<file path="src/logic/sbc_sup_params.svh">
/*
  Timing constants, reset values and period tables of the supervisory block.
  Assumes a 10 MHz core clock; every period but the wake filter, which counts core clock cycles, is counted in ticks of the shared timebase.
*/
`ifndef SBC_SUP_PARAMS_SVH
`define SBC_SUP_PARAMS_SVH

// ==========================================================================
// Clock and timebase
`define CLK_PERIOD_NS 100
`define TICK_US 10
`define TICK_CYCLES ((`TICK_US * 1000 + `CLK_PERIOD_NS - 1) / `CLK_PERIOD_NS)

// ==========================================================================
// Wake input filter (least time, rounded up to whole cycles)
`define FILTER_US 20
`define FILTER_CYCLES ((`FILTER_US * 1000 + `CLK_PERIOD_NS - 1) / `CLK_PERIOD_NS)

// ==========================================================================
// Times counted in timebase ticks
`define RST_PULSE_US 1000
`define RST_PULSE_TICKS (`RST_PULSE_US / `TICK_US)
`define NREQ_TIMEOUT_MS 75
`define NREQ_TIMEOUT_TICKS (`NREQ_TIMEOUT_MS * 1000 / `TICK_US)
`define V3_ON_US 400
`define V3_ON_TICKS (`V3_ON_US / `TICK_US)
`define SAMPLE_US 300
`define SAMPLE_TICKS (`SAMPLE_US / `TICK_US)

// ==========================================================================
// Watchdog period table, closed plus open window, in ms
`define WD_MS_0 5
`define WD_MS_1 10
`define WD_MS_2 20
`define WD_MS_3 33
`define WD_MS_4 50
`define WD_MS_5 75
`define WD_MS_6 100
`define WD_MS_7 200

// ==========================================================================
// Cyclic sense and forced wake period table, in ms
`define CYC_MS_0 32
`define CYC_MS_1 64
`define CYC_MS_2 128
`define CYC_MS_3 256
`define CYC_MS_4 512
`define CYC_MS_5 1024
`define CYC_MS_6 2048
`define CYC_MS_7 8192

// ==========================================================================
// Reset values
`define WD_SEL_RST 3'h0
`define CYC_SEL_RST 3'h0

`endif

</file>
<file path="src/logic/sbc_sup_pkg.sv">
/*
  Types shared by the supervisory block: chip modes, mode commands, CAN modes and
  wake input options. Assumes nothing of its surroundings.
*/
`default_nettype none

package sbc_sup_pkg;
  // ========================================================================
  // Chip operating modes, one-hot
  typedef enum logic [4:0] {
    M_NREQ    = 5'h01,
    M_NORMAL  = 5'h02,
    M_STANDBY = 5'h04,
    M_SLEEP   = 5'h08,
    M_EMERG   = 5'h10
  } mode_t;

  typedef enum logic [1:0] {
    CMD_NORMAL  = 2'h0,
    CMD_STANDBY = 2'h1,
    CMD_SLEEP   = 2'h2,
    CMD_EMERG   = 2'h3
  } mode_cmd_t;

  typedef enum logic [1:0] {
    CAN_BUS_STANDBY       = 2'h0,
    CAN_RECEIVE_ONLY      = 2'h1,
    CAN_TRANSMIT_RECEIVE  = 2'h2
  } can_mode_t;

  typedef enum logic [2:0] {
    WO_NONE   = 3'h0,
    WO_HIGH   = 3'h1,
    WO_LOW    = 3'h2,
    WO_CHANGE = 3'h3,
    WO_RISE   = 3'h4,
    WO_FALL   = 3'h5,
    WO_BOTH   = 3'h6
  } wake_opt_t;
endpackage

`default_nettype wire

</file>
<file path="src/logic/sbc_supervisor.sv">
/*
  Supervisory core of a system basis chip: mode flow, window watchdog, CAN mode
  gating, forced wake, cyclic sense and local and SPI wake-up.
  Assumes an SPI decoder on MCLK that supplies the write strobes and a flag marking
  a watchdog word; pins and regulator status arrive asynchronously.
*/
`include "sbc_sup_params.svh"
`default_nettype none

// Behaviour
// - CAN in bus standby outside Normal
// - Second regulator off forces standby, no restore
// - Watchdog runs only in Normal and Stand-by
// - Period programmed in Normal Request, changeable later
// - Period is closed window plus open window
// - Open-window trigger clears counter, new closed window
// - Trigger taken on chip select rising edge
// - Early or missing trigger asserts reset output
// - Forced wake to Normal Request, 75 ms timeout
// - Forced wake period from eight cyclic values
// - Cyclic sense overrides forced wake in Sleep
// - Switched-output inputs sensed only while output on
// - Option none ignores wake inputs entirely
// - Level option fires after 20 us filter
// - Change option uses level captured at programming or at the last wake
// - Cyclic sense needs two-plus-two qualified samples for edges, the last two of four for levels
// - Cyclic sense only in Sleep, eight periods
// - Output on 400 us, sample at 300 us
// - Continuous sense in Normal, Stand-by, battery Sleep
// - Live levels readable, flag and masked interrupt
// - Sleep local wake sets flag, resets, Normal Request
// - Chip select fall after regulator off wakes
module sbc_supervisor #(
  parameter int unsigned TICK_CYCLES = `TICK_CYCLES
) (
  // Clock and reset
  input wire logic MCLK,
  input wire logic RSTN,
  // Asynchronous pins and status
  input wire logic CS_N_PIN,
  input wire logic [2:0] WAKE_PIN,
  input wire logic FIRST_REGULATOR_OFF,
  input wire logic SECOND_REGULATOR_OVERLOAD,
  // SPI decoder strobes and data
  input wire logic TRIG_WORD,
  input wire logic WD_TIMING_WR,
  input wire logic [2:0] WD_TIMING_SEL,
  input wire logic MODE_WR,
  input wire logic [1:0] MODE_CMD,
  input wire logic CAN_MODE_WR,
  input wire logic [1:0] CAN_MODE_REQ,
  input wire logic WAKE_OPT_WR,
  input wire logic [8:0] WAKE_OPT,
  input wire logic [2:0] WAKE_FLAG_CLR,
  input wire logic SPI_WAKE_CLR,
  // Configuration levels
  input wire logic SWITCHED_OUTPUT_EN,
  input wire logic WAKE_INPUTS_ON_SWITCHED_OUTPUT,
  input wire logic [2:0] CYC_SEL,
  input wire logic CYC_SENSE_EN,
  input wire logic FWU_EN,
  input wire logic [2:0] WAKE_INT_EN,
  // Status and control outputs
  output logic [4:0] MODE,
  output logic [1:0] CAN_MODE,
  output logic FIRST_REGULATOR_EN,
  output logic SECOND_REGULATOR_EN,
  output logic SWITCHED_BATTERY_OUTPUT,
  output logic RST_N_OUT,
  output logic [2:0] WAKE_LIVE,
  output logic [2:0] WAKE_FLAG,
  output logic SPI_WAKE_FLAG,
  output logic WAKE_INT
);
  // ========================================================================
  // Declarations
  sbc_sup_pkg::mode_t mode;
  sbc_sup_pkg::mode_t next_mode;
  logic [5:0] pin_s;
  logic cs_s, cs_q, cs_rise, cs_fall, v1_off, v2_ovl;
  logic [2:0] wake_s;
  logic [15:0] pre;
  logic tick, entering, start_rst, wd_active, nreq_to, wd_fault, trig, wd_open;
  logic [7:0] rst_cnt;
  logic [19:0] nreq_cnt, wd_cnt, wd_period, sleep_cnt, cyc_period;
  logic [2:0] wd_sel, cyc_sel_l, lw, sense_cont, flag_set;
  logic cyc_en_l, fwu_en_l, cyc_act, fwu_act, per_end, v3_cyc, sample;
  logic spi_wake, fwu_wake, sleep_wake, v2_on;
  sbc_sup_pkg::can_mode_t can_mode;

  function automatic logic [19:0] ms_ticks(input int unsigned ms);
    return 20'(ms * 1000 / `TICK_US);
  endfunction

  // ========================================================================
  // Input sync; select passes active high so reset matches an idle pin, no false edge
  sync2 #(.W(6)) u_sync (
    .clk(MCLK),
    .rstn(RSTN),
    .d({SECOND_REGULATOR_OVERLOAD, FIRST_REGULATOR_OFF, WAKE_PIN, !CS_N_PIN}),
    .q(pin_s)
  );
  assign cs_s = !pin_s[0];
  assign wake_s = pin_s[3:1];
  assign v1_off = pin_s[4];
  assign v2_ovl = pin_s[5];

  always_ff @(posedge MCLK) begin
    if (!RSTN) cs_q <= 1'b1;
    else cs_q <= cs_s;
  end
  assign cs_rise = cs_s && !cs_q;
  assign cs_fall = !cs_s && cs_q;
  assign trig = cs_rise && TRIG_WORD;

  // ========================================================================
  // Shared timebase, restarted on every mode change
  assign entering = next_mode != mode;

  always_ff @(posedge MCLK) begin
    if (!RSTN || entering || tick) pre <= 16'h0000;
    else pre <= pre + 16'h0001;
  end
  assign tick = pre == 16'(TICK_CYCLES - 1);

  // ========================================================================
  // Mode flow
  always_comb begin
    next_mode = mode;
    start_rst = 1'b0;
    case (mode)
      sbc_sup_pkg::M_NREQ: begin
        // Other commands are ignored until the watchdog timing arrives
        if (MODE_WR && MODE_CMD == sbc_sup_pkg::CMD_EMERG) next_mode = sbc_sup_pkg::M_EMERG;
        else if (WD_TIMING_WR) next_mode = sbc_sup_pkg::M_NORMAL;
        else if (nreq_to) next_mode = sbc_sup_pkg::M_SLEEP;
      end
      sbc_sup_pkg::M_NORMAL, sbc_sup_pkg::M_STANDBY: begin
        if (wd_fault) begin
          next_mode = sbc_sup_pkg::M_NREQ;
          start_rst = 1'b1;
        end else if (MODE_WR) begin
          case (MODE_CMD)
            sbc_sup_pkg::CMD_NORMAL: next_mode = sbc_sup_pkg::M_NORMAL;
            sbc_sup_pkg::CMD_STANDBY: next_mode = sbc_sup_pkg::M_STANDBY;
            sbc_sup_pkg::CMD_SLEEP: next_mode = sbc_sup_pkg::M_SLEEP;
            default: next_mode = sbc_sup_pkg::M_EMERG;
          endcase
        end
      end
      sbc_sup_pkg::M_SLEEP: begin
        if (sleep_wake) begin
          next_mode = sbc_sup_pkg::M_NREQ;
          start_rst = 1'b1;
        end
      end
      sbc_sup_pkg::M_EMERG: next_mode = sbc_sup_pkg::M_EMERG;
      default: next_mode = sbc_sup_pkg::M_NREQ;
    endcase
  end

  always_ff @(posedge MCLK) begin
    if (!RSTN) mode <= sbc_sup_pkg::M_NREQ;
    else mode <= next_mode;
  end

  // Reset pulse to the microcontroller, counted in ticks
  always_ff @(posedge MCLK) begin
    if (!RSTN) rst_cnt <= 8'h00;
    else if (start_rst) rst_cnt <= 8'(`RST_PULSE_TICKS);
    else if (tick && rst_cnt != 8'h00) rst_cnt <= rst_cnt - 8'h01;
  end

  // Configuration timeout starts once the reset pulse has ended
  always_ff @(posedge MCLK) begin
    if (!RSTN || entering || mode != sbc_sup_pkg::M_NREQ) nreq_cnt <= 20'h00000;
    else if (tick && rst_cnt == 8'h00 && !nreq_to) nreq_cnt <= nreq_cnt + 20'h00001;
  end
  assign nreq_to = nreq_cnt == 20'(`NREQ_TIMEOUT_TICKS);

  // ========================================================================
  // Window watchdog
  assign wd_active = mode == sbc_sup_pkg::M_NORMAL || mode == sbc_sup_pkg::M_STANDBY;

  always_ff @(posedge MCLK) begin
    if (!RSTN) wd_sel <= `WD_SEL_RST;
    else if (WD_TIMING_WR && mode != sbc_sup_pkg::M_SLEEP && mode != sbc_sup_pkg::M_EMERG)
      wd_sel <= WD_TIMING_SEL;
  end

  always_comb begin
    case (wd_sel)
      3'h0: wd_period = ms_ticks(`WD_MS_0);
      3'h1: wd_period = ms_ticks(`WD_MS_1);
      3'h2: wd_period = ms_ticks(`WD_MS_2);
      3'h3: wd_period = ms_ticks(`WD_MS_3);
      3'h4: wd_period = ms_ticks(`WD_MS_4);
      3'h5: wd_period = ms_ticks(`WD_MS_5);
      3'h6: wd_period = ms_ticks(`WD_MS_6);
      default: wd_period = ms_ticks(`WD_MS_7);
    endcase
  end

  // First half of the period is closed, second half open
  assign wd_open = wd_cnt >= (wd_period >> 1);

  always_ff @(posedge MCLK) begin
    if (!RSTN || !wd_active || entering) wd_cnt <= 20'h00000;
    else if (trig && wd_open) wd_cnt <= 20'h00000;
    else if (tick) wd_cnt <= wd_cnt + 20'h00001;
  end

  assign wd_fault = wd_active && ((trig && !wd_open) || wd_cnt >= wd_period);

  // ========================================================================
  // CAN transceiver mode
  assign v2_on = mode == sbc_sup_pkg::M_NORMAL && !v2_ovl;

  always_ff @(posedge MCLK) begin
    if (!RSTN || !v2_on) can_mode <= sbc_sup_pkg::CAN_BUS_STANDBY;
    else if (CAN_MODE_WR) begin
      case (CAN_MODE_REQ)
        2'h1: can_mode <= sbc_sup_pkg::CAN_RECEIVE_ONLY;
        2'h2: can_mode <= sbc_sup_pkg::CAN_TRANSMIT_RECEIVE;
        default: can_mode <= sbc_sup_pkg::CAN_BUS_STANDBY;
      endcase
    end
  end

  // ========================================================================
  // Sleep timing: cyclic sense and forced wake share one period counter
  always_ff @(posedge MCLK) begin
    if (!RSTN) begin
      cyc_sel_l <= `CYC_SEL_RST;
      cyc_en_l <= 1'b0;
      fwu_en_l <= 1'b0;
    end else if (entering && next_mode == sbc_sup_pkg::M_SLEEP) begin
      cyc_sel_l <= CYC_SEL;
      cyc_en_l <= CYC_SENSE_EN;
      fwu_en_l <= FWU_EN;
    end
  end

  always_comb begin
    case (cyc_sel_l)
      3'h0: cyc_period = ms_ticks(`CYC_MS_0);
      3'h1: cyc_period = ms_ticks(`CYC_MS_1);
      3'h2: cyc_period = ms_ticks(`CYC_MS_2);
      3'h3: cyc_period = ms_ticks(`CYC_MS_3);
      3'h4: cyc_period = ms_ticks(`CYC_MS_4);
      3'h5: cyc_period = ms_ticks(`CYC_MS_5);
      3'h6: cyc_period = ms_ticks(`CYC_MS_6);
      default: cyc_period = ms_ticks(`CYC_MS_7);
    endcase
  end

  assign cyc_act = mode == sbc_sup_pkg::M_SLEEP && cyc_en_l && WAKE_INPUTS_ON_SWITCHED_OUTPUT;
  assign fwu_act = mode == sbc_sup_pkg::M_SLEEP && fwu_en_l && !cyc_en_l;

  always_ff @(posedge MCLK) begin
    if (!RSTN || entering || mode != sbc_sup_pkg::M_SLEEP) sleep_cnt <= 20'h00000;
    else if (per_end) sleep_cnt <= 20'h00000;
    else if (tick) sleep_cnt <= sleep_cnt + 20'h00001;
  end
  assign per_end = tick && sleep_cnt == cyc_period - 20'h00001;

  assign v3_cyc = cyc_act && sleep_cnt < 20'(`V3_ON_TICKS);
  assign sample = cyc_act && tick && sleep_cnt == 20'(`SAMPLE_TICKS);
  assign fwu_wake = fwu_act && per_end;

  // ========================================================================
  // Local wake inputs
  always_comb begin
    case (mode)
      sbc_sup_pkg::M_NORMAL, sbc_sup_pkg::M_STANDBY:
        sense_cont = {3{!WAKE_INPUTS_ON_SWITCHED_OUTPUT || SWITCHED_OUTPUT_EN}};
      sbc_sup_pkg::M_SLEEP: sense_cont = {3{!WAKE_INPUTS_ON_SWITCHED_OUTPUT}};
      default: sense_cont = 3'h0;
    endcase
  end

  genvar gi;
  generate
    for (gi = 0; gi < 3; gi++) begin : g_wake
      wake_channel u_ch (
        .clk(MCLK),
        .rstn(RSTN),
        .level(wake_s[gi]),
        .sense_en(sense_cont[gi] || cyc_act),
        .cyclic(cyc_act),
        .sample(sample),
        .opt_wr(WAKE_OPT_WR),
        .opt_in(WAKE_OPT[3*gi +: 3]),
        .wake(lw[gi])
      );
    end
  endgenerate

  // A pulse still in flight when sensing stops is dropped
  assign flag_set = lw & (sense_cont | {3{cyc_act}});

  // Set wins over a clear in the same cycle
  always_ff @(posedge MCLK) begin
    if (!RSTN) WAKE_FLAG <= 3'h0;
    else WAKE_FLAG <= (WAKE_FLAG & ~WAKE_FLAG_CLR) | flag_set;
  end

  always_ff @(posedge MCLK) begin
    if (!RSTN) WAKE_LIVE <= 3'h0;
    else if (wd_active) WAKE_LIVE <= wake_s;
  end

  always_ff @(posedge MCLK) begin
    if (!RSTN) WAKE_INT <= 1'b0;
    else WAKE_INT <= wd_active && |(WAKE_FLAG & WAKE_INT_EN);
  end

  // ========================================================================
  // SPI wake and sleep exit
  assign spi_wake = mode == sbc_sup_pkg::M_SLEEP && v1_off && cs_fall;

  always_ff @(posedge MCLK) begin
    if (!RSTN) SPI_WAKE_FLAG <= 1'b0;
    else if (spi_wake) SPI_WAKE_FLAG <= 1'b1;
    else if (SPI_WAKE_CLR) SPI_WAKE_FLAG <= 1'b0;
  end

  assign sleep_wake = spi_wake || fwu_wake || |flag_set;

  // ========================================================================
  // Outputs
  assign MODE = mode;
  assign CAN_MODE = v2_on ? can_mode : sbc_sup_pkg::CAN_BUS_STANDBY;
  assign FIRST_REGULATOR_EN = mode != sbc_sup_pkg::M_SLEEP && mode != sbc_sup_pkg::M_EMERG;
  assign SECOND_REGULATOR_EN = v2_on;
  assign SWITCHED_BATTERY_OUTPUT = (wd_active && SWITCHED_OUTPUT_EN) || v3_cyc;
  assign RST_N_OUT = FIRST_REGULATOR_EN && rst_cnt == 8'h00;

  // ========================================================================
  // Assertions
  property p_can_standby;
    @(posedge MCLK) disable iff (!RSTN)
    mode != sbc_sup_pkg::M_NORMAL |-> CAN_MODE == sbc_sup_pkg::CAN_BUS_STANDBY;
  endproperty
  a_can_standby: assert property (p_can_standby) else $error("CAN not standby");

  property p_v2_off_sticky;
    @(posedge MCLK) disable iff (!RSTN)
    (v2_on && !$past(v2_on) && !CAN_MODE_WR) |-> can_mode == sbc_sup_pkg::CAN_BUS_STANDBY;
  endproperty
  a_v2_off_sticky: assert property (p_v2_off_sticky) else $error("CAN mode restored");

  property p_wd_idle;
    @(posedge MCLK) disable iff (!RSTN)
    !wd_active ##1 !wd_active |-> wd_cnt == 20'h00000;
  endproperty
  a_wd_idle: assert property (p_wd_idle) else $error("Watchdog counting while idle");

  property p_open_restart;
    @(posedge MCLK) disable iff (!RSTN)
    (wd_active && trig && wd_open) |=> wd_cnt == 20'h00000 && !wd_open;
  endproperty
  a_open_restart: assert property (p_open_restart) else $error("No new closed window");

  property p_closed_reset;
    @(posedge MCLK) disable iff (!RSTN)
    (wd_active && trig && !wd_open) |=> !RST_N_OUT && mode == sbc_sup_pkg::M_NREQ;
  endproperty
  a_closed_reset: assert property (p_closed_reset) else $error("Early trigger no reset");

  property p_wd_expire;
    @(posedge MCLK) disable iff (!RSTN)
    (wd_active && wd_cnt == wd_period) |=> !RST_N_OUT [*2];
  endproperty
  a_wd_expire: assert property (p_wd_expire) else $error("Expiry no reset");

  property p_nreq_sleep;
    @(posedge MCLK) disable iff (!RSTN)
    (mode == sbc_sup_pkg::M_NREQ && nreq_to && !MODE_WR && !WD_TIMING_WR)
      |=> mode == sbc_sup_pkg::M_SLEEP && !RST_N_OUT;
  endproperty
  a_nreq_sleep: assert property (p_nreq_sleep) else $error("No sleep after timeout");

  property p_v3_window;
    @(posedge MCLK) disable iff (!RSTN)
    sample |-> SWITCHED_BATTERY_OUTPUT ##1 SWITCHED_BATTERY_OUTPUT;
  endproperty
  a_v3_window: assert property (p_v3_window) else $error("Sample outside on time");

  property p_spi_wake;
    @(posedge MCLK) disable iff (!RSTN)
    spi_wake |=> mode == sbc_sup_pkg::M_NREQ && SPI_WAKE_FLAG;
  endproperty
  a_spi_wake: assert property (p_spi_wake) else $error("SPI wake lost");

  property p_flag_set_wins;
    @(posedge MCLK) disable iff (!RSTN)
    |flag_set |=> (WAKE_FLAG & $past(flag_set)) == $past(flag_set);
  endproperty
  a_flag_set_wins: assert property (p_flag_set_wins) else $error("Wake flag lost");

  c_wd_ok: cover property (@(posedge MCLK) disable iff (!RSTN) wd_active && trig && wd_open);
  c_local_wake: cover property (@(posedge MCLK) disable iff (!RSTN)
    mode == sbc_sup_pkg::M_SLEEP && |flag_set);
  c_fwu: cover property (@(posedge MCLK) disable iff (!RSTN) fwu_wake);
  c_spi: cover property (@(posedge MCLK) disable iff (!RSTN) spi_wake);
endmodule // sbc_supervisor

`default_nettype wire

</file>
<file path="src/logic/sync2.sv">
/*
  Two flip-flop synchroniser for a bundle of unrelated levels.
  Assumes each bit is a slow level; no word coherence is promised.
*/
`default_nettype none

module sync2 #(
  parameter int unsigned W = 1
) (
  input wire logic clk,
  input wire logic rstn,
  input wire logic [W-1:0] d,
  output logic [W-1:0] q
);
  logic [W-1:0] meta;

  always_ff @(posedge clk) begin
    if (!rstn) begin
      meta <= '0;
      q <= '0;
    end else begin
      meta <= d;
      q <= meta;
    end
  end
endmodule // sync2

`default_nettype wire

</file>
<file path="src/logic/wake_channel.sv">
/*
  One wake input detector: filtered level and change detection for permanent
  sensing, and four-sample edge qualification for cyclic sensing.
  Assumes a synchronised input level and a one-cycle sample strobe.
*/
`include "sbc_sup_params.svh"
`default_nettype none

module wake_channel #(
  parameter int unsigned FILT = `FILTER_CYCLES
) (
  input wire logic clk,
  input wire logic rstn,
  input wire logic level,
  input wire logic sense_en,
  input wire logic cyclic,
  input wire logic sample,
  input wire logic opt_wr,
  input wire logic [2:0] opt_in,
  output logic wake
);
  sbc_sup_pkg::wake_opt_t opt;
  logic ref_lvl;
  logic target;
  logic edge_ok;
  logic fire;
  logic cyc_hit;
  logic [7:0] cnt;
  logic [3:0] smp;
  logic [2:0] nsmp;

  always_ff @(posedge clk) begin
    if (!rstn) opt <= sbc_sup_pkg::WO_NONE;
    else if (opt_wr) opt <= sbc_sup_pkg::wake_opt_t'(opt_in);
  end

  // Reference for change detection is the level seen when the option is written or when the input last fired
  always_ff @(posedge clk) begin
    if (!rstn) ref_lvl <= 1'b0;
    else if (opt_wr) ref_lvl <= level;
    else if (fire) ref_lvl <= level;
  end

  always_comb begin
    case (opt)
      sbc_sup_pkg::WO_HIGH: target = 1'b1;
      sbc_sup_pkg::WO_LOW: target = 1'b0;
      default: target = ~ref_lvl;
    endcase
  end

  always_comb begin
    case (opt)
      sbc_sup_pkg::WO_RISE: edge_ok = level;
      sbc_sup_pkg::WO_FALL: edge_ok = ~level;
      sbc_sup_pkg::WO_NONE: edge_ok = 1'b0;
      default: edge_ok = 1'b1;
    endcase
  end

  // Saturates above FILT so a held level reports only once
  always_ff @(posedge clk) begin
    if (!rstn || !sense_en || cyclic || opt_wr || level != target) cnt <= 8'h00;
    else if (cnt <= 8'(FILT)) cnt <= cnt + 8'h01;
  end

  assign fire = sense_en && !cyclic && edge_ok && level == target && cnt == 8'(FILT);

  always_ff @(posedge clk) begin
    if (!rstn || !cyclic) begin
      smp <= 4'h0;
      nsmp <= 3'h0;
    end else if (sample && sense_en) begin
      smp <= {smp[2:0], level};
      if (nsmp != 3'h4) nsmp <= nsmp + 3'h1;
    end
  end

  // Oldest sample in bit 3: edges need two of one level then two of the other, levels the newest two
  always_comb begin
    case (opt)
      sbc_sup_pkg::WO_RISE: cyc_hit = smp == 4'h3;
      sbc_sup_pkg::WO_FALL: cyc_hit = smp == 4'hC;
      sbc_sup_pkg::WO_HIGH: cyc_hit = smp[1:0] == 2'h3;
      sbc_sup_pkg::WO_LOW: cyc_hit = smp[1:0] == 2'h0;
      sbc_sup_pkg::WO_NONE: cyc_hit = 1'b0;
      default: cyc_hit = smp == 4'h3 || smp == 4'hC;
    endcase
  end

  always_ff @(posedge clk) begin
    if (!rstn) wake <= 1'b0;
    else wake <= fire || (cyclic && nsmp == 3'h4 && cyc_hit && !sample);
  end
endmodule // wake_channel

`default_nettype wire

</file>
<file path="config.mk">
export PLATFORM = sky130hd
export DESIGN_NAME = sbc_supervisor
export DESIGN_NICKNAME = d
export VERILOG_FILES = /design/src/logic/sbc_sup_pkg.sv /design/src/logic/sbc_supervisor.sv /design/src/logic/sync2.sv /design/src/logic/wake_channel.sv
export VERILOG_INCLUDE_DIRS = /design/src /design/src/logic
export SDC_FILE = /design/constraint.sdc
export NUM_CORES = 1
export LEC_CHECK = 0
export BUFFER_PORTS_ARGS = -buffer_cell sky130_fd_sc_hd__buf_2
export CAP_MARGIN = 5
export CORE_ASPECT_RATIO = 1.25
export CORE_MARGIN = 10
export CORE_UTILIZATION = 30
export DETAILED_ROUTE_END_ITERATION = 7
export SLEW_MARGIN = 20
export SYNTH_ARGS = -nofsm -noshare
export SYNTH_HDL_FRONTEND = slang
export SYNTH_HIERARCHICAL = 1
export SYNTH_SLANG_ARGS = --single-unit
</file>
<file path="constraint.sdc">
create_clock -name MCLK -period 4.6 [get_ports MCLK]
set_input_delay 0.46 -clock MCLK [delete_from_list [all_inputs] [get_ports MCLK]]
set_output_delay 0.46 -clock MCLK [all_outputs]
set_load 0.005 [all_outputs]
</file>
=== After elaboration in Yosys (flattened, before gate mapping) ===
Index checks and enable logic that the tools add are counted.

* Register bits: 180
* Input port bits: 43
* Output and inout bits: 19

* $add $sub $neg: 12
* $lt $le $gt $ge: 6
* Equal/unequal tests: 67
* Mux-type cells: 35
* Bitwise logic cells: 13
* Reduce and logical (&&, ||, !) cells: 129

{| class="wikitable"
|+ Operator list
! kind !! count
|-
| one-hot mux 20 bit (7 select lines) || 1
|-
| one-hot mux 15 bit (7 select lines) || 1
|-
| adder 20 x 1 -> 20 bit, second input constant || 3
|-
| logical AND 1 bit || 53
|-
| equality test 3 bit, second input constant || 15
|-
| logical OR 1 bit || 35
|-
| two-way mux 5 bit || 6
|-
| adder 8 x 1 -> 8 bit, second input constant || 3
|-
| equality test 8 bit, second input constant || 3
|-
| <= comparator 8 bit, second input constant || 3
|-
| equality test 3 x 2 -> 1 bit, second input constant || 7
|-
| equality test 20 x 13 -> 1 bit, second input constant || 1
|-
| equality test 20 bit || 1
|-
| equality test 20 x 5 -> 1 bit, second input constant || 1
|-
| greater-or-equal comparator 20 x 19 -> 1 bit || 1
|-
| greater-or-equal comparator 20 bit || 1
|-
| < comparator 20 x 6 -> 1 bit, second input constant || 1
|-
| one-hot mux 5 bit (4 select lines) || 1
|-
| subtractor 20 x 1 -> 20 bit, second input constant || 1
|-
| adder 16 x 1 -> 16 bit, second input constant || 1
|-
| equality test 16 x 7 -> 1 bit, second input constant || 1
|-
| zero test 1 bit || 16
|-
| equality test 3 x 1 -> 1 bit, second input constant || 5
|-
| zero test 3 bit || 5
|-
| other kinds (38) || 96
|}

=== Longest topological paths before layout ===
* Depth in word-level cells: 14
* Depth in mapped cells: 15
* Gate-level depth less buffers: 12

=== Hierarchy ===
The synthesis kept the hierarchy.

{| class="wikitable"
|+ Modules (own cells, without submodules)
! module !! instances !! cells an instance !! area an instance (um^2) !! seq. area each (um^2)
|-
| sbc_supervisor || 1 || 768 || 6417.4 || 2162.1
|-
| wake_channel at g_wake[0].u_ch ... || 2 || 125 || 1058.5 || 400.4
|-
| wake_channel at g_wake[2].u_ch || 1 || 125 || 1086.0 || 400.4
|-
| sync2 || 1 || 25 || 336.6 || 240.2
|}

=== Worst setup path after synthesis ===
OpenSTA, ideal clock, no wires.

* Path kind: register -> register
* Start: register wd_sel[1]
* End: register wd_cnt[10]
* Arrival: 3.451 ns
* Required time: 4.524 ns
* Path slack: 1.074 ns
* Stages on the path, launching flop included: 16
* Buffers on the path: 3
* Path through: dfxtp_1 > clkbuf_1 > inv_1 > nand3_1 > o21ai_0 > ha_1 > nand2b_1 > a21oi_1 > o21ai_1 > a211oi_1 > o31ai_1 > o31a_1 > or4b_1 > buf_4 > buf_6 > nor3_2

* Cells in the longest elaborated chain, start to end: 12
* Elaborated cells between the ends (all ways): 20
* Those cells by class: 2 x order compare; 7 x eq/ne; 3 x mux; 8 x reduce/logical

{| class="wikitable"
|+ RTL lines
! what !! RTL line !! source
|-
| start: declaration || sbc_supervisor.sv:86 || <nowiki>logic [2:0] wd_sel, cyc_sel_l, lw, sense_cont, flag_set;</nowiki>
|-
| start signal: assignment || sbc_supervisor.sv:186 || <nowiki>if (!RSTN) wd_sel <= `WD_SEL_RST;</nowiki>
|-
| equality test 3 bit, or another cell as far along || sbc_supervisor.sv:192 || <nowiki>case (wd_sel)</nowiki>
|-
| one-hot mux 15 bit (7 select lines) (*) || sbc_supervisor.sv:192 ||
|-
| greater-or-equal comparator 20 x 19 -> 1 bit || sbc_supervisor.sv:205 || <nowiki>assign wd_open = wd_cnt >= (wd_period >> 1);</nowiki>
|-
| zero test 1 bit || sbc_supervisor.sv:213 || <nowiki>assign wd_fault = wd_active && ((trig && !wd_open) || wd_cnt >= wd_period);</nowiki>
|-
| logical AND 1 bit || sbc_supervisor.sv:213 ||
|-
| logical OR 1 bit || sbc_supervisor.sv:213 ||
|-
| logical AND 1 bit || sbc_supervisor.sv:213 ||
|-
| two-way mux 5 bit || sbc_supervisor.sv:139 || <nowiki>if (wd_fault) begin</nowiki>
|-
| one-hot mux 5 bit (4 select lines) || sbc_supervisor.sv:131 || <nowiki>case (mode)</nowiki>
|-
| != test 5 bit || sbc_supervisor.sv:118 || <nowiki>assign entering = next_mode != mode;</nowiki>
|-
| logical OR 1 bit || sbc_supervisor.sv:208 || <nowiki>if (!RSTN || !wd_active || entering) wd_cnt <= 20'h00000;</nowiki>
|-
| OR reduction 2 bit (no source line) (*) || n/a ||
|-
| end signal: assignment || sbc_supervisor.sv:210 || <nowiki>else if (tick) wd_cnt <= wd_cnt + 20'h00001;</nowiki>
|-
| end: declaration || sbc_supervisor.sv:85 || <nowiki>logic [19:0] nreq_cnt, wd_cnt, wd_period, sleep_cnt, cyc_period;</nowiki>
|}

Mark *: on every way between the ends. The rest lies on a longest branch, timed or not.
A chain may end at the register's enable or synchronous reset.

=== Final worst setup path ===
* Start: register cyc_sel_l[1]
* End: register wd_cnt[2]

* Cells in the longest elaborated chain, start to end: 13
* Elaborated cells between the ends (all ways): 19
* Those cells by class: 1 x add/sub; 8 x eq/ne; 3 x mux; 7 x reduce/logical

{| class="wikitable"
|+ RTL lines
! what !! RTL line !! source
|-
| start: declaration || sbc_supervisor.sv:86 ||
|-
| start signal: assignment || sbc_supervisor.sv:234 || <nowiki>cyc_sel_l <= `CYC_SEL_RST;</nowiki>
|-
| equality test 3 bit, or another cell as far along || sbc_supervisor.sv:245 || <nowiki>case (cyc_sel_l)</nowiki>
|-
| one-hot mux 20 bit (7 select lines) (*) || sbc_supervisor.sv:245 ||
|-
| subtractor 20 x 1 -> 20 bit (*) || sbc_supervisor.sv:265 || <nowiki>assign per_end = tick && sleep_cnt == cyc_period - 20'h00001;</nowiki>
|-
| equality test 20 bit (*) || sbc_supervisor.sv:265 ||
|-
| logical AND 1 bit (*) || sbc_supervisor.sv:265 ||
|-
| logical AND 1 bit (*) || sbc_supervisor.sv:269 || <nowiki>assign fwu_wake = fwu_act && per_end;</nowiki>
|-
| logical OR 1 bit (*) (2 in series) || sbc_supervisor.sv:328 || <nowiki>assign sleep_wake = spi_wake || fwu_wake || |flag_set;</nowiki>
|-
| two-way mux 5 bit (*) || sbc_supervisor.sv:152 || <nowiki>if (sleep_wake) begin</nowiki>
|-
| one-hot mux 5 bit (4 select lines) (*) || sbc_supervisor.sv:131 ||
|-
| != test 5 bit (*) || sbc_supervisor.sv:118 ||
|-
| logical OR 1 bit (*) || sbc_supervisor.sv:208 ||
|-
| OR reduction 2 bit (no source line) (*) || n/a ||
|}

Marks and branches as above.

==> results.json <==
{
  "status": "completed",
  "dr.pass1.iters": 5,
  "vias": 8198,
  "globalRouteOverflowTotal": 0,
  "synth_area_mm2": 0.00996,
  "die_y_um": 224,
  "period_minus_slack_ps": 4040,
  "drt-wirelength-per-cell_um": 14.2,
  "synth_compound_gate_area_share_pct": 11.4,
  "path_clk_slew_ps": 70,
  "avgSynthCellArea_um2": 8.52,
  "final_cell_mix": "dfxtp_1 (180), nand2_1 (121), nor2_1 (120), xor2_1 (63), buf_2 (61)",
  "cp-end-kind": "register",
  "final_area_mm2": 0.0113,
  "cts_max_level": 4,
  "startpoint_type": "register",
  "rr_worst_depth": 12,
  "power.density_mw_per_mm2": 306,
  "place_area_mm2": 0.0106,
  "cts_hold_buf": 0,
  "diodes": 0,
  "first_global_vias": 8008,
  "drive_gt1_share_pct": 13.1,
  "seq_area_mm2": 0.00360,
  "dieWidth_um": 183,
  "pwr-share-seq_pct": 46.5,
  "p_leak_nw": 4.03,
  "n_fill_cell": 3340,
  "worst_ep_required_time_ps": 4890,
  "ys_top_cells_by_area": "dfxtp_1 (36%), ha_1 (5.8%), xor2_1 (5.5%)",
  "grt_first_pass_wirelength_um": 39200,
  "ctsResizeCount": 0,
  "p_int_mw": 2.64,
  "antenna_found_initial": 1,
  "yosys.area_share.simple_pct": 29.7,
  "worst_pin_slew_ps": 867,
  "synth_cell_type_count": 72,
  "yosys.area_share.adder_pct": 5.78,
  "clock_skew_ps": 8.63,
  "period_share_pct": 87.9,
  "synth-xor-area-share_pct": 9.50,
  "maxCapViolCount": 0,
  "clockBufferDepth": 2,
  "cts_inserted_buffers": 17,
  "gp_congestion": 0.813,
  "yosys.area.top_type": "dfxtp_1",
  "io_buffers": 61,
  "clkPwrFrac_pct": 47.6,
  "p_comb_share_pct": 5.9,
  "dp_hpwl_um": 17100,
  "max_slew_margin_pct": 41.9,
  "arrival_ps": 4340,
  "setup_viol": 0,
  "insertion_delay_ps": 430,
  "critPathKind": "register to register",
  "pre_cts_ws_ps": 601,
  "drt-initial-drc-count": 478,
  "cts.sinks": 180,
  "grt_max_degree": 46,
  "power.share.switching_pct": 23.7,
  "ys.flop_type": "dfxtp_1",
  "power.switching_mw": 0.818,
  "wl_um": 23200,
  "area_delta_synth_final_pct": 13.4,
  "hold_depth": 2,
  "postCtsSetupBuffers": 0,
  "drcViolationCount": 0,
  "track_usage_pct": 11.3,
  "fin_ws_ps": 555,
  "finalHoldViolations": 0,
  "die-area_mm2": 0.0409,
  "synth_warnings": 6,
  "cts_tree": "done",
  "synth-edff-count": 0,
  "via_per_inst": 5.00,
  "final_common_cell": "dfxtp_1",
  "setup_tns_ps": 0,
  "postRouteAntennaNets": 0,
  "core_area_mm2": 0.0327,
  "synth_cells": 1168,
  "rsz0062_at_grt": "false",
  "path_max_fanout": 45,
  "synthArstFlopShare_pct": 0,
  "pin_count": 62,
  "fin_nets": 1297,
  "slew_viol_final": 0,
  "ys_ff_latch": 180,
  "synth_mux_area_share_pct": 3.18,
  "core.rowCount": 74,
  "synth_top_family_by_area": "simple AND/OR/NAND/NOR gates",
  "seq_area_frac_synth_pct": 36.2,
  "max_freq_mhz": 247,
  "clock-root-buffer": "clkbuf_16",
  "multiInputGateArea_mm2": 0.00596,
  "synth_top_area_share_pct": 36.2,
  "initial_utilization_pct": 30.5,
  "ir_worst_vdd_uv": 218,
  "hold_class": "input pin to register"
}
-- path summary, 6_finish.rpt --
check                                            endpoint  slack (ps)                      start
worst max-delay path               wd_cnt[2]$_SDFFE_PP0P_         560  cyc_sel_l[1]$_SDFFE_PN0P_
worst min-delay path            u_sync/meta[4]$_SDFF_PN0_         240        FIRST_REGULATOR_OFF
worst max register to register     wd_cnt[2]$_SDFFE_PP0P_         560  cyc_sel_l[1]$_SDFFE_PN0P_
worst min register to register            cs_q$_SDFF_PN1_         400     u_sync/q[0]$_SDFF_PN0_
-- layout make-up --
type	instances	area share, %
timing repair buffer	74	3.57
multi-input combinational	899	52.8
tap	418	4.63
clock buffer	17	3.77
sequential	180	31.9
inverter	36	1.20
clock inverter	15	2.13
-- cells by family (layout without fill, tap and decap cells) --
family,after synthesis,after routing
DFF,180,180
other,1,4
and+or+nand+nor,544,544
xor gates and xnor gates,108,108
adders and majority gates,46,46
buffers and inverters,92,142
AOI/OAI and AO/OA,166,166
muxes,31,31
-- layer usage --
metal | vias to the layer above | part of all wire (%) | wire (um) | global-route usage (%)
li1 | 4177 | - | - | -
met1 | 3875 | 47 | 11000 | 14.4
met2 | 124 | 47 | 11000 | 18.9
met3 | 22 | 3.9 | 911 | 2.16
met4 | 0 | 1.3 | 311 | 3.36
met5 | - | 0 | 0 | 0
-- metrics by stage --
step           std cells  power (mW)  util [%]  hold slack, ps
6_report            1639        3.46      34.6             239
5_1_grt             1639        3.60      34.6             232
4_1_cts             1639        3.50      34.6             219
3_5_place_dp        1607        1.85      32.5             391
3_3_place_gp        1607        1.84      32.5             381
2_1_floorplan       1171        1.78         -             372
-- cells in the mapped netlist, drive strengths merged (6+ instances only) --
| master | number |
|---|---|
| dfxtp | 180 |
| nand2 | 122 |
| nor2 | 120 |
| xor2 | 63 |
| nor3 | 60 |
| nand3 | 52 |
| ha | 46 |
| xnor2 | 45 |
| a21oi | 41 |
| clkbuf | 38 |
| inv | 36 |
| nor2b | 34 |
| o21ai | 34 |
| and3 | 28 |
| mux2i | 26 |
| nand4 | 20 |
| and2 | 19 |
| nor4 | 18 |
| buf | 17 |
| nand2b | 15 |
| a21boi | 14 |
| o21a | 10 |
| and4 | 8 |
| nor3b | 8 |
| a211oi | 6 |
| a31oi | 6 |
| and4bb | 6 |
| nor4b | 6 |
-- state kept, by name, indices dropped and copies added (netlist names), 5 cells and up --
name and cells:
g_wake.u_ch/smp 12, g_wake.u_ch/cnt 24, g_wake.u_ch/nsmp 9, u_sync/meta 6
wd_cnt 20, sleep_cnt 20, nreq_cnt 20, rst_cnt 8
u_sync/q 6, MODE 5, g_wake.u_ch/opt 9, pre 16
-- power groups by stage --
| stage | combinational, mW | sequential [mW] | clock, mW |
|---|---|---|---|
| after floorplan | 0.160 | 1.62 | 0 |
| final | 0.203 | 1.61 | 1.65 |
| after global routing | 0.230 | 1.61 | 1.76 |
| after global placement | 0.201 | 1.64 | 0 |
| after CTS | 0.205 | 1.61 | 1.69 |
| after detailed placement | 0.205 | 1.64 | 0 |
-- critical path, stage by stage, from the launching register on --
cell and delay [ps]:
dfxtp_1 470, nand2b_1 260, or2_2 290, ha_1 320, xnor2_1 200, o221ai_1 130
nor4_1 270, o2111ai_1 200, nor4_1 550, o31a_1 360, or4b_2 190, buf_4 500
nor3_1 130
Note: power is estimated with default switching activity, not from simulation.
